`src/inc/sfb_pkg.sv`:
```
// Package of constants, types and register map for the safety function blocks
// Function
// - Single contact: result while closed, no error
// - Single contact: error on electrical malfunction
// - Static signal: result while input active
// - Dependent pair: result when both normal, no error
// - Dependent pair: error on simultaneity or malfunction
// - Pair config: two NC or NO plus NC
// - Dependent pair takes simultaneity limit parameter
// - Independent pair: result when both normal, malfunction only
// - Selector outputs active position 1-8, 0 on error
// - Selector error: several, none, or malfunction
// - Selector position count from 2 to 8
// - AND asserts when all connected inputs asserted
// - NOR asserts when no connected input asserted
// - OR asserts when any connected input asserted
// - On-delay asserts after input held delay length
// - Off-delay holds output delay length after drop
// - Delay takes mode and delay length
// - Pulse asserts on falling edge for pulse length
// - Start latches on edge if enabled, holds while enabled
// - Start trigger selects rising or falling edge
// - Lookup table maps value, output starts at zero
// - Lookup table takes its entry count
// - Error state opens outputs, stops input evaluation
`default_nettype none
package sfb_pkg;
    // Timebase: one tick per millisecond
    localparam int unsigned CLK_PERIOD_NS = 4;
    localparam int unsigned TICK_PERIOD_NS = 1000000;
    localparam int unsigned TICK_CYCLES = TICK_PERIOD_NS / CLK_PERIOD_NS;
    localparam int TW = 16;
    // Register byte offsets
    localparam logic [7:0] CTRL_OFF = 8'h00;
    localparam logic [7:0] MASK_OFF = 8'h04;
    localparam logic [7:0] SIM_OFF = 8'h08;
    localparam logic [7:0] DLY_OFF = 8'h0C;
    localparam logic [7:0] PLS_OFF = 8'h10;
    localparam logic [7:0] STAT_OFF = 8'h14;
    localparam logic [2:0] TBL_PAGE = 3'h1;
    localparam int TBL_IDX_LSB = 2;
    localparam int TBL_N = 8;
    // Control fields
    localparam int C_DEP_CFG = 0;
    localparam int C_IND_CFG = 1;
    localparam int C_DLY_OFF = 2;
    localparam int C_START_FALL = 3;
    localparam int C_ERR_LOCK = 4;
    localparam int C_FORCE_ERR = 5;
    localparam int C_POS_LSB = 8;
    localparam int C_TBL_LSB = 12;
    localparam logic [31:0] CTRL_RST = 32'h0000_8800;
    // Mask fields, five monitor results each
    localparam int M_AND_LSB = 0;
    localparam int M_OR_LSB = 8;
    localparam int M_NOR_LSB = 16;
    localparam logic [31:0] MASK_RST = 32'h0000_0000;
    localparam logic [TW-1:0] TIME_RST = 16'h0000;
    // Status fields
    localparam int S_SAFE_LSB = 0;
    localparam int S_MON_LSB = 8;
    localparam int S_ERR_LSB = 16;
    localparam int S_SEL_LSB = 24;
    localparam int S_STATE = 31;
    localparam logic [1:0] RESP_OKAY = 2'h0;
    localparam logic [1:0] RESP_SLVERR = 2'h2;
    localparam logic [3:0] POS_MIN = 4'h2;
    localparam logic [3:0] POS_MAX = 4'h8;

    typedef struct packed {
        logic awvalid; logic [31:0] awaddr;
        logic wvalid; logic [31:0] wdata; logic [3:0] wstrb;
        logic bready;
        logic arvalid; logic [31:0] araddr;
        logic rready;
    } sfb_axi_req_t;
    typedef struct packed {
        logic awready; logic wready;
        logic bvalid; logic [1:0] bresp;
        logic arready;
        logic rvalid; logic [31:0] rdata; logic [1:0] rresp;
    } sfb_axi_rsp_t;
    typedef struct packed {
        logic single; logic single_flt;
        logic stat;
        logic [1:0] dep; logic [1:0] dep_flt;
        logic [1:0] ind; logic [1:0] ind_flt;
        logic [7:0] sel; logic [7:0] sel_flt;
    } sfb_field_t;
    typedef struct packed {
        logic start_o; logic pulse_o; logic delay_o;
        logic nor_o; logic or_o; logic and_o;
    } sfb_safe_t;
    typedef enum logic {SFB_RUN, SFB_ERROR} sfb_mode_t;
    typedef enum logic [2:0] {R_CTRL, R_MASK, R_SIM, R_DLY, R_PLS,
        R_STAT, R_TBL, R_NONE} sfb_reg_t;
endpackage : sfb_pkg
`default_nettype wire

```
`src/core/sfb_top.sv`:
```
// Safety function blocks: input monitors, combining logic and AXI4-Lite registers
`default_nettype none
module sfb_top #(
    parameter int unsigned TICK_CYCLES = sfb_pkg::TICK_CYCLES
) (
    input wire logic clk,
    input wire logic nrst,
    input wire sfb_pkg::sfb_axi_req_t axi_req,
    output var sfb_pkg::sfb_axi_rsp_t axi_rsp,
    input wire sfb_pkg::sfb_field_t field_pins,
    output var sfb_pkg::sfb_safe_t safe_out,
    output var logic [3:0] table_result,
    output var logic [3:0] selector_value,
    output var logic [3:0] monitor_error,
    output var logic error_state
);
    import sfb_pkg::*;

    ////////////////////////////////////////////////////////////////////////
    // Helpers
    function automatic logic [3:0] sfb_ones(input logic [7:0] v);
        logic [3:0] n;
        n = 4'h0;
        for (int i = 0; i < 8; i++) begin
            n = n + {3'h0, v[i]};
        end
        return n;
    endfunction : sfb_ones

    function automatic logic [3:0] sfb_first(input logic [7:0] v);
        logic [3:0] p;
        p = 4'h0;
        for (int i = 7; i >= 0; i--) begin
            if (v[i]) begin
                p = 4'(i + 1);
            end
        end
        return p;
    endfunction : sfb_first

    function automatic logic [TW-1:0] sfb_inc(input logic [TW-1:0] c);
        return (&c) ? c : c + 16'h0001;
    endfunction : sfb_inc

    function automatic sfb_reg_t sfb_decode(input logic [31:0] a);
        sfb_reg_t r;
        r = R_NONE;
        if (a[31:8] == 24'h000000 && a[1:0] == 2'h0) begin
            if (a[7:5] == TBL_PAGE) begin
                r = R_TBL;
            end else begin
                unique case (a[7:0])
                    CTRL_OFF: r = R_CTRL;
                    MASK_OFF: r = R_MASK;
                    SIM_OFF: r = R_SIM;
                    DLY_OFF: r = R_DLY;
                    PLS_OFF: r = R_PLS;
                    STAT_OFF: r = R_STAT;
                    default: r = R_NONE;
                endcase
            end
        end
        return r;
    endfunction : sfb_decode

    ////////////////////////////////////////////////////////////////////////
    // State declarations
    logic aw_held_reg, w_held_reg, awready_reg, wready_reg, bvalid_reg;
    logic arready_reg, rvalid_reg;
    logic [1:0] bresp_reg, rresp_reg;
    logic [31:0] awaddr_reg, wdata_reg, rdata_reg;
    logic [3:0] wstrb_reg;
    logic [31:0] ctrl_reg, mask_reg;
    logic [TW-1:0] sim_limit_reg, delay_length_reg, pulse_length_reg;
    logic [3:0] conversion_table [TBL_N];
    sfb_field_t pin_s1_reg, pin_s2_reg, eval_reg;
    sfb_mode_t mode_reg;
    logic [31:0] tick_cnt_reg;
    logic tick_reg;
    logic single_res_reg, static_res_reg, dep_res_reg, ind_res_reg, sel_ok_reg;
    logic single_err_reg, dep_err_reg, ind_err_reg, sel_err_reg, sim_err_reg;
    logic [TW-1:0] sim_cnt_reg, dly_cnt_reg, pls_cnt_reg;
    logic dly_in_q_reg, pls_in_q_reg, ctl_q_reg;
    logic [3:0] sel_value_reg, table_reg;
    sfb_safe_t safe_reg;
    logic do_write, sync_clr, tick;
    sfb_reg_t wsel, rsel;
    logic [31:0] rd_data, wr_val;
    logic [7:0] pos_mask, sel_act;
    logic [3:0] pos_cnt, tbl_cnt, sel_n;
    logic dep_a, dep_b, ind_a, ind_b;
    logic [4:0] lv, m_and, m_or, m_nor;
    logic and_v, or_v, nor_v, dly_exp, ctl_edge;

    ////////////////////////////////////////////////////////////////////////
    // AXI4-Lite write channel
    assign wsel = sfb_decode(awaddr_reg);
    assign do_write = aw_held_reg & w_held_reg & ~bvalid_reg;
    always_comb begin
        for (int i = 0; i < 4; i++) begin
            wr_val[8*i +: 8] = wstrb_reg[i] ? wdata_reg[8*i +: 8] : 8'h00;
        end
    end

    // Address and data latch in either order, response after both
    always_ff @(posedge clk or negedge nrst) begin
        if (!nrst) begin
            aw_held_reg <= 1'b0;
            w_held_reg <= 1'b0;
            awready_reg <= 1'b1;
            wready_reg <= 1'b1;
            bvalid_reg <= 1'b0;
            bresp_reg <= RESP_OKAY;
            awaddr_reg <= 32'h0000_0000;
            wdata_reg <= 32'h0000_0000;
            wstrb_reg <= 4'h0;
        end else begin
            if (axi_req.awvalid && awready_reg) begin
                aw_held_reg <= 1'b1;
                awready_reg <= 1'b0;
                awaddr_reg <= axi_req.awaddr;
            end
            if (axi_req.wvalid && wready_reg) begin
                w_held_reg <= 1'b1;
                wready_reg <= 1'b0;
                wdata_reg <= axi_req.wdata;
                wstrb_reg <= axi_req.wstrb;
            end
            if (do_write) begin
                aw_held_reg <= 1'b0;
                w_held_reg <= 1'b0;
                bvalid_reg <= 1'b1;
                bresp_reg <= (wsel == R_NONE) ? RESP_SLVERR : RESP_OKAY;
            end
            if (bvalid_reg && axi_req.bready) begin
                bvalid_reg <= 1'b0;
                awready_reg <= 1'b1;
                wready_reg <= 1'b1;
            end
        end
    end

    // Configuration registers; unstrobed CTRL and MASK bytes keep their value, timer and table registers take zero there
    always_ff @(posedge clk or negedge nrst) begin
        if (!nrst) begin
            ctrl_reg <= CTRL_RST;
            mask_reg <= MASK_RST;
            sim_limit_reg <= TIME_RST;
            delay_length_reg <= TIME_RST;
            pulse_length_reg <= TIME_RST;
            for (int i = 0; i < TBL_N; i++) begin
                conversion_table[i] <= 4'h0;
            end
        end else if (do_write) begin
            for (int i = 0; i < 4; i++) begin
                if (wstrb_reg[i]) begin
                    unique case (wsel)
                        R_CTRL: ctrl_reg[8*i +: 8] <= wr_val[8*i +: 8];
                        R_MASK: mask_reg[8*i +: 8] <= wr_val[8*i +: 8];
                        default: ;
                    endcase
                end
            end
            unique case (wsel)
                R_SIM: sim_limit_reg <= wr_val[TW-1:0];
                R_DLY: delay_length_reg <= wr_val[TW-1:0];
                R_PLS: pulse_length_reg <= wr_val[TW-1:0];
                R_TBL: conversion_table[awaddr_reg[TBL_IDX_LSB +: 3]] <= wr_val[3:0];
                default: ;
            endcase
        end
    end

    ////////////////////////////////////////////////////////////////////////
    // AXI4-Lite read channel
    assign rsel = sfb_decode(axi_req.araddr);
    always_comb begin
        rd_data = 32'h0000_0000;
        unique case (rsel)
            R_CTRL: rd_data = ctrl_reg;
            R_MASK: rd_data = mask_reg;
            R_SIM: rd_data[TW-1:0] = sim_limit_reg;
            R_DLY: rd_data[TW-1:0] = delay_length_reg;
            R_PLS: rd_data[TW-1:0] = pulse_length_reg;
            R_TBL: rd_data[3:0] = conversion_table[axi_req.araddr[TBL_IDX_LSB +: 3]];
            R_STAT: begin
                rd_data[S_SAFE_LSB +: 6] = safe_reg;
                rd_data[S_MON_LSB +: 5] = lv;
                rd_data[S_ERR_LSB +: 4] = {sel_err_reg, ind_err_reg, dep_err_reg,
                    single_err_reg};
                rd_data[S_SEL_LSB +: 4] = sel_value_reg;
                rd_data[S_STATE] = (mode_reg == SFB_ERROR);
            end
            R_NONE: rd_data = 32'h0000_0000;
        endcase
    end

    // One read at a time; data captured at the address handshake
    always_ff @(posedge clk or negedge nrst) begin
        if (!nrst) begin
            arready_reg <= 1'b1;
            rvalid_reg <= 1'b0;
            rdata_reg <= 32'h0000_0000;
            rresp_reg <= RESP_OKAY;
        end else if (axi_req.arvalid && arready_reg) begin
            arready_reg <= 1'b0;
            rvalid_reg <= 1'b1;
            rdata_reg <= rd_data;
            rresp_reg <= (rsel == R_NONE) ? RESP_SLVERR : RESP_OKAY;
        end else if (rvalid_reg && axi_req.rready) begin
            rvalid_reg <= 1'b0;
            arready_reg <= 1'b1;
        end
    end

    ////////////////////////////////////////////////////////////////////////
    // Field pins: two-flop synchroniser, then evaluation register
    always_ff @(posedge clk or negedge nrst) begin
        if (!nrst) begin
            pin_s1_reg <= '0;
            pin_s2_reg <= '0;
        end else begin
            pin_s1_reg <= field_pins;
            pin_s2_reg <= pin_s1_reg;
        end
    end

    // Inputs freeze once the module is in error state
    always_ff @(posedge clk or negedge nrst) begin
        if (!nrst) begin
            eval_reg <= '0;
        end else if (mode_reg == SFB_RUN) begin
            eval_reg <= pin_s2_reg;
        end
    end

    // Error state is left only through reset
    always_ff @(posedge clk or negedge nrst) begin
        if (!nrst) begin
            mode_reg <= SFB_RUN;
        end else begin
            unique case (mode_reg)
                SFB_RUN: begin
                    if (ctrl_reg[C_FORCE_ERR] || (ctrl_reg[C_ERR_LOCK] &&
                        (single_err_reg | dep_err_reg | ind_err_reg | sel_err_reg))) begin
                        mode_reg <= SFB_ERROR;
                    end
                end
                SFB_ERROR: mode_reg <= SFB_ERROR;
            endcase
        end
    end
    assign sync_clr = (mode_reg == SFB_ERROR);

    ////////////////////////////////////////////////////////////////////////
    // Common timebase for every timer
    always_ff @(posedge clk or negedge nrst) begin
        if (!nrst) begin
            tick_cnt_reg <= 32'h0000_0000;
            tick_reg <= 1'b0;
        end else if (tick_cnt_reg >= 32'(TICK_CYCLES - 1)) begin
            tick_cnt_reg <= 32'h0000_0000;
            tick_reg <= 1'b1;
        end else begin
            tick_cnt_reg <= tick_cnt_reg + 32'h0000_0001;
            tick_reg <= 1'b0;
        end
    end
    assign tick = tick_reg;

    ////////////////////////////////////////////////////////////////////////
    // Single contact and static signal monitors
    always_ff @(posedge clk or negedge nrst) begin
        if (!nrst) begin
            single_res_reg <= 1'b0;
            single_err_reg <= 1'b0;
            static_res_reg <= 1'b0;
        end else begin
            single_res_reg <= eval_reg.single & ~eval_reg.single_flt;
            single_err_reg <= eval_reg.single_flt;
            static_res_reg <= eval_reg.stat;
        end
    end

    // Pair inputs normalised so that 1 means normal state
    assign dep_a = eval_reg.dep[0];
    assign dep_b = eval_reg.dep[1] ^ ctrl_reg[C_DEP_CFG];
    assign ind_a = eval_reg.ind[0];
    assign ind_b = eval_reg.ind[1] ^ ctrl_reg[C_IND_CFG];

    // Simultaneity: mismatch may last the limit, error latches until both leave
    always_ff @(posedge clk or negedge nrst) begin
        if (!nrst) begin
            sim_cnt_reg <= TIME_RST;
            sim_err_reg <= 1'b0;
        end else if (sync_clr || !(dep_a ^ dep_b)) begin
            sim_cnt_reg <= TIME_RST;
            if (!dep_a && !dep_b && !sync_clr) begin
                sim_err_reg <= 1'b0;
            end
        end else begin
            if (tick) begin
                sim_cnt_reg <= sfb_inc(sim_cnt_reg);
            end
            if (sim_cnt_reg > sim_limit_reg) begin
                sim_err_reg <= 1'b1;
            end
        end
    end

    // Pair monitors
    always_ff @(posedge clk or negedge nrst) begin
        if (!nrst) begin
            dep_res_reg <= 1'b0;
            dep_err_reg <= 1'b0;
            ind_res_reg <= 1'b0;
            ind_err_reg <= 1'b0;
        end else begin
            dep_err_reg <= sim_err_reg | (|eval_reg.dep_flt);
            dep_res_reg <= dep_a & dep_b & ~sim_err_reg & ~(|eval_reg.dep_flt);
            ind_err_reg <= |eval_reg.ind_flt;
            ind_res_reg <= ind_a & ind_b & ~(|eval_reg.ind_flt);
        end
    end

    ////////////////////////////////////////////////////////////////////////
    // Mode selector; out-of-range counts clamp to 2 or 8
    always_comb begin
        pos_cnt = ctrl_reg[C_POS_LSB +: 4];
        if (pos_cnt < POS_MIN) begin
            pos_cnt = POS_MIN;
        end else if (pos_cnt > POS_MAX) begin
            pos_cnt = POS_MAX;
        end
        pos_mask = 8'hFF >> (4'h8 - pos_cnt);
        sel_act = eval_reg.sel & pos_mask;
        sel_n = sfb_ones(sel_act);
    end

    always_ff @(posedge clk or negedge nrst) begin
        if (!nrst) begin
            sel_err_reg <= 1'b0;
            sel_ok_reg <= 1'b0;
            sel_value_reg <= 4'h0;
        end else if (sel_n != 4'h1 || |(eval_reg.sel_flt & pos_mask)) begin
            sel_err_reg <= 1'b1;
            sel_ok_reg <= 1'b0;
            sel_value_reg <= 4'h0;
        end else begin
            sel_err_reg <= 1'b0;
            sel_ok_reg <= 1'b1;
            sel_value_reg <= sfb_first(sel_act);
        end
    end

    ////////////////////////////////////////////////////////////////////////
    // Combining logic over the masked monitor results
    assign lv = {sel_ok_reg, ind_res_reg, dep_res_reg, static_res_reg, single_res_reg};
    assign m_and = mask_reg[M_AND_LSB +: 5];
    assign m_or = mask_reg[M_OR_LSB +: 5];
    assign m_nor = mask_reg[M_NOR_LSB +: 5];
    assign and_v = (|m_and) & (&(lv | ~m_and));
    assign or_v = |(lv & m_or);
    assign nor_v = (|m_nor) & ~(|(lv & m_nor));

    // Delay timer counts stable time of the AND result
    always_ff @(posedge clk or negedge nrst) begin
        if (!nrst) begin
            dly_in_q_reg <= 1'b0;
            dly_cnt_reg <= TIME_RST;
        end else begin
            dly_in_q_reg <= and_v;
            if (sync_clr || and_v != dly_in_q_reg) begin
                dly_cnt_reg <= TIME_RST;
            end else if (tick) begin
                dly_cnt_reg <= sfb_inc(dly_cnt_reg);
            end
        end
    end
    assign dly_exp = (dly_cnt_reg >= delay_length_reg) && (and_v == dly_in_q_reg);

    // Pulse timer, started by a falling edge of the single contact result
    always_ff @(posedge clk or negedge nrst) begin
        if (!nrst) begin
            pls_in_q_reg <= 1'b0;
            pls_cnt_reg <= TIME_RST;
        end else begin
            pls_in_q_reg <= single_res_reg;
            if (sync_clr || (pls_in_q_reg && !single_res_reg)) begin
                pls_cnt_reg <= TIME_RST;
            end else if (tick && safe_reg.pulse_o) begin
                pls_cnt_reg <= sfb_inc(pls_cnt_reg);
            end
        end
    end

    // Start control edge from the static signal result
    always_ff @(posedge clk or negedge nrst) begin
        if (!nrst) begin
            ctl_q_reg <= 1'b0;
        end else begin
            ctl_q_reg <= static_res_reg;
        end
    end
    assign ctl_edge = ctrl_reg[C_START_FALL] ? (ctl_q_reg & ~static_res_reg)
                                             : (~ctl_q_reg & static_res_reg);

    ////////////////////////////////////////////////////////////////////////
    // Safety outputs, all forced open in error state
    always_ff @(posedge clk or negedge nrst) begin
        if (!nrst) begin
            safe_reg <= '0;
        end else if (sync_clr) begin
            safe_reg <= '0;
        end else begin
            safe_reg.and_o <= and_v;
            safe_reg.or_o <= or_v;
            safe_reg.nor_o <= nor_v;
            if (!ctrl_reg[C_DLY_OFF]) begin
                safe_reg.delay_o <= and_v & (dly_exp | safe_reg.delay_o);
            end else begin
                safe_reg.delay_o <= and_v | (~dly_exp & safe_reg.delay_o);
            end
            if (pls_in_q_reg && !single_res_reg) begin
                safe_reg.pulse_o <= (pulse_length_reg != TIME_RST);
            end else if (pls_cnt_reg >= pulse_length_reg) begin
                safe_reg.pulse_o <= 1'b0;
            end
            if (!dep_res_reg) begin
                safe_reg.start_o <= 1'b0;
            end else if (ctl_edge) begin
                safe_reg.start_o <= 1'b1;
            end
        end
    end

    // Lookup table on the selector value; signalling output frozen on error
    assign tbl_cnt = ctrl_reg[C_TBL_LSB +: 4];
    always_ff @(posedge clk or negedge nrst) begin
        if (!nrst) begin
            table_reg <= 4'h0;
        end else if (!sync_clr) begin
            if (sel_value_reg == 4'h0 || sel_value_reg > tbl_cnt) begin
                table_reg <= 4'h0;
            end else begin
                table_reg <= conversion_table[3'(sel_value_reg - 4'h1)];
            end
        end
    end

    ////////////////////////////////////////////////////////////////////////
    // Outputs straight from flops
    assign axi_rsp = '{awready: awready_reg, wready: wready_reg, bvalid: bvalid_reg,
        bresp: bresp_reg, arready: arready_reg, rvalid: rvalid_reg, rdata: rdata_reg,
        rresp: rresp_reg};
    assign safe_out = safe_reg;
    assign table_result = table_reg;
    assign selector_value = sel_value_reg;
    assign monitor_error = {sel_err_reg, ind_err_reg, dep_err_reg, single_err_reg};
    assign error_state = mode_reg == SFB_ERROR;
endmodule : sfb_top
`default_nettype wire

```
`config.mk`:
```
export PLATFORM = sky130hd
export DESIGN_NAME = sfb_top
export DESIGN_NICKNAME = d
export VERILOG_FILES = /design/src/inc/sfb_pkg.sv /design/src/core/sfb_top.sv
export SDC_FILE = /design/constraint.sdc
export NUM_CORES = 1
export LEC_CHECK = 0
export BUFFER_PORTS_ARGS = -buffer_cell sky130_fd_sc_hd__buf_2
export CAP_MARGIN = 0
export CORE_ASPECT_RATIO = 1.25
export CORE_UTILIZATION = 55
export DETAILED_ROUTE_END_ITERATION = 10
export GPL_TIMING_DRIVEN = 0
export PLACE_DENSITY = 0.75
export SYNTH_ARGS = -nofsm -noshare
export SYNTH_HDL_FRONTEND = slang
export SYNTH_SLANG_ARGS = --single-unit
```
`constraint.sdc`:
```
create_clock -name clk -period 11.6 [get_ports clk]
set_input_delay 0.58 -clock clk [delete_from_list [all_inputs] [get_ports clk]]
set_output_delay 0.58 -clock clk [all_outputs]
set_load 0.02 [all_outputs]
```
After elaboration in Yosys (flattened, before gate mapping)
Cells that the tools add are included.

$add $sub $neg: 13. Mux-type cells: 80. Shifts and indexed selects: 1. Reduce and logical (&&, ||, !) cells: 73. Magnitude comparators: 11. Bitwise gates (word level): 42. Equal/unequal tests: 33.

Operators by type and width (number): $mux 16 (9); $mux 4 (17); $add 16x1->16 const B (3); $logic_not 24->1 (2); $reduce_and 16->1 (3); $pmux 3 s6 (2); $add 32x1->32 const B (1); $bwmux 32 (1); $eq 8x4->1 const B (4); $eq 8x5->1 const B (4); $ge 16x16->1 (2); $ge 32x18->1 const B (1); $mux 32 (1); $pmux 4 s8 (1); $pmux 5 s6 (1); $mux 1 (27); $bmux 4 s3 (2); $pmux 4 s3 (2); $reduce_and 3->1 (8); $eq 3x3->1 const B (7); $reduce_bool 2->1 (10); $reduce_or 5->1 (4); $add 4x1->4 (4); $and 8x8->8 (2); 54 further kinds (135).

Output and inout port bits: 60. Word-level logic and storage cells: 339. Bits in registers: 445. Input port bits: 134.

Logic depth before layout (Yosys ltp)
Gate-level depths: netlist of run 1.

Depth after elaboration: 16. Gate-level depth with buffers: 20.

Least setup slack after synthesis of run 1
Ideal clock, no wire load.

Path kind: register to register. Start: register ctrl_reg[11]. End: register sel_value_reg[3], in the netlist selector_value[3]. Required time: 11533 ps. Cell stages (with the launch flop): 21. Slack: 6867 ps. Arrival: 4667 ps. Path through: dfstp_2 > nor2b_1 > o21ai_0 > ha_1 > inv_1 > ha_1 > or2_2 > nand2_1 > inv_1 > fa_1 > fa_1 > fa_1 > ha_1 > inv_1 > fa_1 > a211oi_1 > mux2i_1 > a21oi_1 > nand4_1 > nor3_1 > and3_1.

Longest elaborated chain between the ends: 16. Elaborated cells between the ends (all ways): 27.

Ends and longest elaborated chain: from (decl) (line sfb_top.sv:73) `logic [31:0] ctrl_reg, mask_reg;`; from (signal, indexed assignment) (line sfb_top.sv:158) `R_CTRL: ctrl_reg[8*i +: 8] <= wr_val[8*i +: 8];`; $gt 4x4->1 (line sfb_top.sv:332) `end else if (pos_cnt > POS_MAX) begin`; $mux 4 (line sfb_top.sv:332); $mux 4 * (line sfb_top.sv:330) `if (pos_cnt < POS_MIN) begin`; $sub 4x4->4 * (line sfb_top.sv:335) `pos_mask = 8'hFF >> (4'h8 - pos_cnt);`; $shr 8x4->8 * (line sfb_top.sv:335); $and 8x8->8 (line sfb_top.sv:336) `sel_act = eval_reg.sel & pos_mask;`; $add 1x1->2 (line sfb_top.sv:25) `n = n + {3'h0, v[i]};`; $add 2x1->3 (line sfb_top.sv:25); $add 3x1->4 (line sfb_top.sv:25); $add 4x1->4 (4 in a row) (line sfb_top.sv:25); $ne 4x1->1 (line sfb_top.sv:345) `end else if (sel_n != 4'h1 || |(eval_reg.sel_flt & pos_mask)) begin`; $logic_or 1x1->1 (line sfb_top.sv:345); $mux 4 * (line sfb_top.sv:345); to (signal assigned) (line sfb_top.sv:352) `sel_value_reg <= sfb_first(sel_act);`; to (decl) (line sfb_top.sv:84) `logic [3:0] sel_value_reg, table_reg;`.

Mark *: on every way between the ends. The rest lies on a longest branch, timed or not. A chain may end at the register's enable or synchronous reset.

Worst setup path in the final report of run 1
Ends and elaborated chain as after synthesis.

==> results of run 1 <==
==> placed cells by master (no fill, tap or decap), drive strengths merged, types with 16 or more instances in the layout <==
| cell | synthesis | layout |
|---|---|---|
| nor2 | 101 | 101 |
| nand3 | 42 | 42 |
| mux2 | 203 | 203 |
| clkbuf | 45 | 101 |
| xnor2 | 20 | 20 |
| nor4 | 26 | 26 |
| nand2 | 142 | 142 |
| nand4 | 28 | 28 |
| a211oi | 17 | 17 |
| buf | 29 | 220 |
| mux4 | 16 | 16 |
| conb | 1 | 16 |
| ha | 66 | 66 |
| o21ai | 63 | 63 |
| nor3 | 22 | 22 |
| xor2 | 42 | 42 |
| and3 | 23 | 23 |
| dfrtp | 438 | 438 |
| mux2i | 65 | 65 |
| a21oi | 41 | 41 |
| inv | 84 | 85 |
==> logic make-up (layout without fill, tap and decap cells) <==
family                   Yosys count  in the layout  share of synthesized area
multiplexers                     284            284                     0.1640
AO/OA/AOI/OAI                    209            209                    0.06766
AND/OR/NAND/NOR                  449            449                     0.1116
other                              1             18                  0.0001865
buffers and inverters            158            429                    0.03274
XOR/XNOR                          62             62                    0.02701
flip-flops                       443            443                     0.5518
adder cells (fa/ha/maj)           70             70                    0.04506
==> routing by layer <==
layer,up-vias,GRT usage,part of all wire
met1,7206,0.3456,0.40
li1,6444,-,-
met3,136,0.03999,0.055
met2,518,0.4746,0.50
met4,0,0.1209,0.044
met5,-,0,0
==> layout make-up <==
| class | instances | area [sq um] | share of cell area |
|---|---|---|---|
| sequential | 443 | 11090 | 0.4731 |
| timing repair buffer | 192 | 1044 | 0.04451 |
| antenna | 2 | 5.005 | 0.0002135 |
| clock buffer | 56 | 1246 | 0.05315 |
| buffer | 74 | 342.8 | 0.01462 |
| inverter | 84 | 315.3 | 0.01345 |
| tap | 474 | 593.1 | 0.02530 |
| clock inverter | 23 | 391.6 | 0.01670 |
| multi-input combinational | 1090 | 8416 | 0.3589 |
==> repair_timing <==
action | in CTS | in global routing
setup buffers | 0 | 0
hold buffers | 1 | 0
hold endpoints to repair | 3 | 0
==> per-stage QoR <==
step / instance area [sq um] / instances / setup WS (ns) / utilization
global placement: 21690 / 2353 / 1.461 / 0.6086
CTS: 23430 / 2436 / 6.272 / 0.6574
finish: 23450 / 2438 / 6.233 / 0.6577
global route: 23450 / 2438 / 5.939 / 0.6577
detailed placement: 21790 / 2356 / 6.335 / 0.6112
floorplan: 20160 / 1691 / 6.867 / -
==> worst paths after layout <==
check,endpoint,slack [ns]
worst max-delay path,selector_value[3],6.23
worst min-delay path,pin_s1_reg[12],0.12
worst max register to register,selector_value[3],6.23
worst min register to register,pin_s2_reg[14],0.35
max in group asynchronous,tick_cnt_reg[2],9.43
min in group asynchronous,rdata_reg[28],0.57
==> power breakdown <==
group	total, W	internal (W)	switching, W
combinational	0.000503	0.000222	0.000280
sequential	0.00186	0.00171	0.000146
clock	0.00159	0.000983	0.000606
total	0.00395	0.00292	0.00103
==> flow_metrics.env, run 1 <==
export IMPL_status="complete, no violations"
export IMPL_grt_pass1_vias=14670
export IMPL_maxCapViolations=0
export IMPL_cpPeakStageDelay_ns=0.58
export IMPL_min_from="field_pins[12]"
export IMPL_cp_arrival_ns=5.87
export IMPL_skew_ns=0.01999
export IMPL_synth_seq_cells=443
export IMPL_gp_congestion=0.9461
export IMPL_synth_ff_type="dfrtp_1"
export IMPL_syn_to_final_growth_pct=16.62
export IMPL_clockBufferDepth=3
export IMPL_n_fill_cell=2749
export IMPL_hold_viol=0
export IMPL_avgViaCountPerCell=5.867
export IMPL_track_usage=0.2752
export IMPL_hold_slack_ns=0.1209
export IMPL_ios=194
export IMPL_synthCells=1676
export IMPL_fin_nets=2132
export IMPL_tritoncts_num_buffers=43
export IMPL_hpwl_um=36500
export IMPL_cts_resized=0
export IMPL_clock_latency_ns=0.56
export IMPL_yosys_area_top_type="dfrtp_1"
export IMPL_period_share=0.4627
export IMPL_min_period_ns=5.367
export IMPL_yosysUniqueCellTypes=73
export IMPL_postSynth_asyncResetShare=1.000
export IMPL_setup_tns_final_ns=0
export IMPL_portBuffers=188
export IMPL_worst_pin_slew_ns=1.276
export IMPL_drt_wl_total_um=50120
export IMPL_path_buf_inv=3
export IMPL_clock_sinks=443
export IMPL_cp_common_cell="fa_1"
export IMPL_relSlewSlack=0.1469
export IMPL_syn_area_sq_um=20100
export IMPL_path_depth=20
export IMPL_slew_violations=0
export IMPL_path_class="reg2reg"
export IMPL_coreArea_sq_um=35650
export IMPL_start_kind="flip-flop"
export IMPL_crit_family="adder cells"
export IMPL_cts_root_buf="clkbuf_16"
export IMPL_crit_path_top_delay_cell="dfstp_2"
export IMPL_antenna_found_initial=2
export IMPL_rsz0062_at_grt="no"
export IMPL_drive_above_1_share=0.2676
export IMPL_critPathLaunch="ctrl_reg[11]"
export IMPL_yosys_area_top_type_share=0.5452
export IMPL_ys_seq_area_frac=0.5518
export IMPL_r2r_cells=20
export IMPL_synth_commonest_cells="438 x dfrtp_1, 199 x mux2_2, 141 x nand2_1, 100 x nor2_1, 84 x inv_1"
export IMPL_worstHoldPathCells=1
export IMPL_wl_per_cell_um=20.56
export IMPL_die_w_um=173
export IMPL_path_max_fanout=6
export IMPL_drtAntennaViolNets=0
export IMPL_max_freq_mhz=186.3
export IMPL_drt_pass1_iterations=5
export IMPL_hold_path_class="in2reg"
export IMPL_required_ns=12.10
export IMPL_yosys_warnings=0
export IMPL_reg2reg_from="ctrl_reg[11]"
export IMPL_dieArea_sq_um=37320
export IMPL_p_total_w=0.003951
export IMPL_cts_htree_levels=2
export IMPL_grt_pass1_wl_um=79860
export IMPL_drc_errors=0
export IMPL_initial_utilization=0.5640
export IMPL_synth_area_per_cell_sq_um=11.99
export IMPL_post_synth_top_count_cell="dfrtp_1"
export IMPL_cellPowerDensity_nw_per_um2=168.5
export IMPL_num_rows=77
export IMPL_drt_iter0_markers=1260
export IMPL_endpoint_kind="flip-flop"
export IMPL_grt_remaining_overflow=0
export IMPL_cts_tree="built"
export IMPL_clkTransAtPathRegs_ns=0.07
export IMPL_via_count=14300
export IMPL_synth_top_cells_by_area="dfrtp_1 55%, mux2_2 11%, ha_1 4.1%"
export IMPL_grt_max_degree=131
export IMPL_setup_viol=0
export IMPL_peakVddDrop_mv=0.1440
export IMPL_die_y_um=215.8
export IMPL_synth_edff_count=0
export IMPL_worstPathCellList="nor2b_1 > o21ai_0 > ha_1 > inv_1 > ha_1 > or2_2 > nand2_1 > inv_1 > fa_1 > fa_1 > fa_1 > ha_1 > inv_1 > fa_1 > a211oi_1 > mux2i_1 > a21oi_1 > nand4_1 > nor3_1 > and3_1"
export IMPL_leakage_nw=11.06
Note: power is estimated with default switching activity, not from simulation.
==> inputs of run 2 (changes only) <==
==> constraint.sdc (replaced) <==
create_clock -name clk -period 5.4 [get_ports clk]
set_input_delay 0.27 -clock clk [delete_from_list [all_inputs] [get_ports clk]]
set_output_delay 0.27 -clock clk [all_outputs]
set_load 0.02 [all_outputs]
==> run 2 against run 1 <==
  * Clock-buffer cell count is the same
  * Die area is the same
  * Via count is 3.0% higher
  * Worst setup slack got worse by 6.0 ns
  * Flip-flop and latch count stayed put
  * Wire length rose by 3.7%
  * Critical path depth up 1
  * Non-clock buffer count rose by 104
  * Clock skew fell by 0.0020 ns
  * Sequential power grew 120%
  * Power rose by 120%
  * Global-route usage increased by 0.92 points
==> flow_metrics.env, run 2 (same netlist as run 1, synthesis figures left out) <==
export IMPL_status="complete, no violations"
export IMPL_ios=194
export IMPL_num_rows=77
export IMPL_hpwl_um=36500
export IMPL_via_count=14730
export IMPL_max_freq_mhz=192.5
export IMPL_mostFrequentLayoutCell="dfrtp_1"
export IMPL_drt_wl_total_um=51950
export IMPL_min_period_ns=5.195
export IMPL_worstHoldPathCells=2
export IMPL_wl_per_cell_um=20.45
export IMPL_portBuffers=188
export IMPL_endpoint_kind="flip-flop"
export IMPL_leakage_nw=11.50
export IMPL_relSlewSlack=0.1670
export IMPL_maxCapViolations=0
export IMPL_drt_pass1_iterations=5
export IMPL_peakVddDrop_mv=0.3427
export IMPL_dp_cells=2356
export IMPL_power_share_sequential=0.466
export IMPL_antenna_found_initial=0
export IMPL_start_kind="flip-flop"
export IMPL_syn_to_final_growth_pct=21.80
export IMPL_power_internal_w=0.006325
export IMPL_ff2ff_setup_slack_ns=0.21
export IMPL_final_cell_mix="438 x dfrtp_1, 199 x mux2_2, 197 x buf_2, 141 x nand2_1, 102 x dlygate4sd3_1"
export IMPL_drive_above_1_share=0.2565
export IMPL_grt_pass1_vias=15280
export IMPL_cts_tree="built"
export IMPL_cellPowerDensity_nw_per_um2=350.3
export IMPL_die_y_um=215.8
export IMPL_clock_sinks=443
export IMPL_drc_errors=0
export IMPL_hold_viol=0
export IMPL_fin_nets=2236
export IMPL_die_w_um=173
export IMPL_combPwrFrac=0.135
export IMPL_clkTransAtPathRegs_ns=0.06
export IMPL_setup_viol=0
export IMPL_clock_latency_ns=0.56
export IMPL_avgViaCountPerCell=5.799
export IMPL_coreArea_sq_um=35650
export IMPL_skew_ns=0.01799
export IMPL_grt_max_degree=131
export IMPL_gp_congestion=0.9461
export IMPL_tritoncts_num_buffers=43
export IMPL_utilization=0.6869
export IMPL_hold_path_class="in2reg"
export IMPL_slew_violations=0
export IMPL_grt_remaining_overflow=0
export IMPL_r2r_cells=21
export IMPL_p_sw_w=0.002252
export IMPL_pwr_share_clk=0.399
export IMPL_worst_pin_slew_ns=1.246
export IMPL_drt_iter0_markers=1231
export IMPL_cts_root_buf="clkbuf_16"
export IMPL_cts_htree_levels=2
export IMPL_clockBufferDepth=3
export IMPL_cp_arrival_ns=5.69
export IMPL_grt_pass1_wl_um=82610
export IMPL_n_antenna_cell=0
export IMPL_path_max_fanout=6
export IMPL_drtAntennaViolNets=0
export IMPL_required_ns=5.90
export IMPL_dieArea_sq_um=37320
export IMPL_path_class="reg2reg"
export IMPL_track_usage=0.2843
export IMPL_initial_utilization=0.5640
export IMPL_swShare=0.2625
export IMPL_period_share=0.9620
export IMPL_final_cells=2540
==> run 2: cell count changes in the layout (fill, tap and decap cells not counted) <==
cell and change:
nor4_2 +1, nor3_2 +1, nor4_1 -1, nor3_1 -1
diode_2 -2, dlygate4sd3_1 +101, buf_4 +3
==> run 2: per-layer routing <==
layer  part of all wire  GRT usage  wire length, um
met1               0.39     0.3530            20320
met2               0.50     0.4938            26130
met3              0.060    0.04140             3118
met4              0.046     0.1274             2377
met5                  0          0                0
==> run 2: worst max-delay path: stages (launching register included) <==
cell      delay (ns)
dfstp_2         0.58
nor2b_1         0.06
o21ai_0         0.09
ha_1            0.21
inv_1           0.05
ha_1            0.33
or2_2           0.33
nand2_1         0.12
inv_1           0.07
fa_1            0.50
fa_1            0.53
fa_1            0.55
ha_1            0.17
inv_1           0.06
fa_1            0.37
a211oi_1        0.22
mux2i_1         0.10
a21oi_1         0.14
nand4_1         0.09
buf_4           0.18
nor3_2          0.20
and3_1          0.17
==> run 2: final cells by class <==
type | instances | area, sq um
Fill cell | 2586 | 11160
Inverter | 84 | 315.3
Clock inverter | 23 | 391.6
Buffer | 74 | 342.8
Clock buffer | 56 | 1246
Multi-Input combinational cell | 1090 | 8427
Timing Repair Buffer | 296 | 2077
Sequential cell | 443 | 11090
Tap cell | 474 | 593.1
==> run 2: final timing paths <==
path                                startpoint           endpoint
worst max-delay path              ctrl_reg[11]  selector_value[3]
worst min-delay path               axi_req[57]      wdata_reg[18]
worst max register to register    ctrl_reg[11]  selector_value[3]
worst min register to register  pin_s1_reg[16]     pin_s2_reg[16]
max in group asynchronous                 nrst    tick_cnt_reg[2]
min in group asynchronous                 nrst      rdata_reg[28]
==> run 2: power groups by stage <==
| stage | sequential (W) | clock (W) | combinational (W) |
|---|---|---|---|
| finish | 0.00400 | 0.00342 | 0.00116 |
| global route | 0.00403 | 0.00359 | 0.00126 |
| CTS | 0.00399 | 0.00346 | 0.00114 |
| detailed placement | 0.00404 | 0 | 0.00107 |
| global placement | 0.00402 | 0 | 0.00101 |
| floorplan | 0.00393 | 0 | 0.000708 |
==> run 2: repair_timing <==
item                       4_1_cts  5_1_grt
hold endpoints to repair       171        0
resized for setup                0        2
setup endpoints to repair        0        3
buffers inserted                 0        3
hold buffers                   102        0
==> run 2: metrics by stage <==
stage	setup TNS, ns	hold slack, ns	area, sq um	setup slack [ns]	power, W
after floorplan	0	-0.02559	20160	0.6669	0.004636
after global placement	-1922.96	0.3316	21690	-4.429	0.005038
after global routing	-0.06970	0.005822	24480	-0.04752	0.008881
final	0	0.01124	24480	0.2052	0.008576
after detailed placement	0	0.2728	21790	0.1352	0.005110
after CTS	0	0.008823	24440	0.07208	0.008589
==> inputs of run 3 (changes only) <==
--- a/config.mk
+++ b/config.mk
@@ -8,10 +8,9 @@
 export BUFFER_PORTS_ARGS = -buffer_cell sky130_fd_sc_hd__buf_2
 export CAP_MARGIN = 0
 export CORE_ASPECT_RATIO = 1.25
-export CORE_UTILIZATION = 55
+export CORE_UTILIZATION = 40
 export DETAILED_ROUTE_END_ITERATION = 10
 export GPL_TIMING_DRIVEN = 0
-export PLACE_DENSITY = 0.75
 export SYNTH_ARGS = -nofsm -noshare
 export SYNTH_HDL_FRONTEND = slang
 export SYNTH_SLANG_ARGS = --single-unit
==> run 3 against run 2 <==
  * Power decreased by 1.8%
  * Clock-buffer cell count increased by 15
  * Via count decreased by 2.3%
==> flow_metrics.env, run 3 (same netlist as run 1, synthesis figures left out) <==
export IMPL_initial_utilization=0.4059
export IMPL_place_ws_ns=0.09547
export IMPL_cts_htree_levels=2
export IMPL_crit_family="adder cells"
export IMPL_path_class="reg2reg"
export IMPL_avgViaCountPerCell=5.278
export IMPL_drt_pass1_iterations=6
export IMPL_min_period_ns=5.121
export IMPL_peakVddDrop_mv=0.2240
export IMPL_drive_above_1_share=0.2546
export IMPL_cts_root_buf="clkbuf_16"
export IMPL_worst_slack_ns=0.2792
export IMPL_drt_wl_total_um=54460
export IMPL_pwr_share_clk=0.392
export IMPL_leakage_nw=11.49
export IMPL_die_y_um=252.6
export IMPL_maxCapViolations=0
export IMPL_drc_errors=0
export IMPL_required_ns=5.91
export IMPL_combPwrFrac=0.134
export IMPL_grt_max_degree=118
export IMPL_clock_latency_ns=0.59
export IMPL_worst_pin_slew_ns=1.185
export IMPL_power_share_sequential=0.473
export IMPL_grt_pass1_wl_um=85440
export IMPL_syn_to_final_growth_pct=22.80
export IMPL_wl_per_cell_um=19.98
export IMPL_num_rows=91
export IMPL_hold_path_class="in2async"
export IMPL_grt_pass1_vias=15120
export IMPL_drtAntennaViolNets=0
export IMPL_cpPeakStageDelay_ns=0.58
export IMPL_p_sw_w=0.002253
export IMPL_worstPathCellList="nor2b_1 > o21ai_0 > ha_2 > inv_1 > ha_1 > or2_2 > nand2_1 > inv_1 > fa_1 > fa_1 > fa_1 > ha_2 > inv_1 > fa_1 > a211oi_2 > mux2i_1 > a21oi_1 > nand4_1 > nor3_1 > and3_1"
export IMPL_grt_remaining_overflow=0
export IMPL_die_w_um=202.5
export IMPL_regArea_sq_um=11090
export IMPL_dieArea_sq_um=51160
export IMPL_endpoint_kind="flip-flop"
export IMPL_mostFrequentLayoutCell="dfrtp_1"
export IMPL_placed_area_sq_um=22040
export IMPL_tritoncts_num_buffers=47
export IMPL_path_buf_inv=3
export IMPL_antenna_found_initial=5
export IMPL_swShare=0.2675
export IMPL_max_freq_mhz=195.3
export IMPL_status="complete, no violations"
export IMPL_portBuffers=188
export IMPL_setup_viol=0
export IMPL_track_usage=0.2169
export IMPL_cp_arrival_ns=5.63
export IMPL_final_cell_mix="438 x dfrtp_1, 199 x mux2_2, 197 x buf_2, 141 x nand2_1, 104 x dlygate4sd3_1"
export IMPL_n_fill_cell=4458
export IMPL_clock_sinks=443
export IMPL_via_count=14390
export IMPL_hpwl_um=40140
export IMPL_cellPowerDensity_nw_per_um2=341.2
export IMPL_clockBufferDepth=3
export IMPL_utilization=0.4984
export IMPL_setup_tns_final_ns=0
export IMPL_gp_congestion=0.8905
export IMPL_skew_ns=0.02761
export IMPL_dp_cells=2534
export IMPL_relSlewSlack=0.2079
export IMPL_crit_path_top_delay_cell="fa_1"
export IMPL_period_share=0.9483
export IMPL_power_internal_w=0.006170
export IMPL_path_max_fanout=6
export IMPL_drt_iter0_markers=574
export IMPL_hold_viol=0
export IMPL_coreArea_sq_um=49530
export IMPL_slew_violations=0
export IMPL_cp_common_cell="fa_1"
export IMPL_final_cells=2726
export IMPL_final_area_sq_um=24690
export IMPL_clkTransAtPathRegs_ns=0.06
export IMPL_fin_nets=2243
export IMPL_start_kind="flip-flop"
export IMPL_ios=194
export IMPL_multi_input_area_sq_um=8426
export IMPL_cts_tree="built"
[run 3: what timing repair did]
item,CTS,global route
hold buffers,104,0
endpoints found under the hold margin,159,0
resized for setup,0,3
endpoints found under the setup margin,0,4
setup buffers,0,3
[run 3: per-stage QoR]
stage	hold WS (ns)	total power [W]
3_5_place_dp	0.2625	0.005108
3_3_place_gp	0.3365	0.005041
6_report	0.2267	0.008422
4_1_cts	0.2332	0.008502
2_1_floorplan	-0.02559	0.004636
5_1_grt	0.2575	0.008801
[run 3: area by class of cell]
cell class              count  area share
flip-flops and latches    443      0.4493
multi-input cells        1090      0.3413
repair buffers            299     0.08606
clock buffers              71     0.05748
well taps                 651     0.03300
plain buffers              74     0.01389
inverters                  84     0.01277
clock inverters            13    0.006082
diodes                      1   0.0001014
[run 3: path summary, 6_finish.rpt]
check	start	endpoint	slack [ns]	cells past startpoint
hold reg to reg	pin_s1_reg[23]	pin_s2_reg[23]	0.34	0
max in group asynchronous	nrst	eval_reg[6]	3.46	5
hold / removal	nrst	rvalid_reg	0.23	2
setup / recovery	ctrl_reg[11]	selector_value[3]	0.28	20
setup reg to reg	ctrl_reg[11]	selector_value[3]	0.28	20
min in group clk	field_pins[1]	pin_s1_reg[1]	0.33	2
[run 3: routing by layer]
layer | vias up | GRT usage | wire (um)
li1 | 6673 | - | -
met1 | 7220 | 0.2588 | 22060
met2 | 363 | 0.3841 | 27770
met3 | 125 | 0.03404 | 2189
met4 | 8 | 0.09667 | 2387
met5 | - | 0 | 46
[run 3: power by group through the flow]
stage / clock network [W] / registers [W] / logic, W
floorplan: 0 / 0.00393 / 0.000708
global placement: 0 / 0.00402 / 0.00102
detailed placement: 0 / 0.00404 / 0.00107
CTS: 0.00338 / 0.00398 / 0.00114
global route: 0.00351 / 0.00403 / 0.00126
finish: 0.00330 / 0.00399 / 0.00113
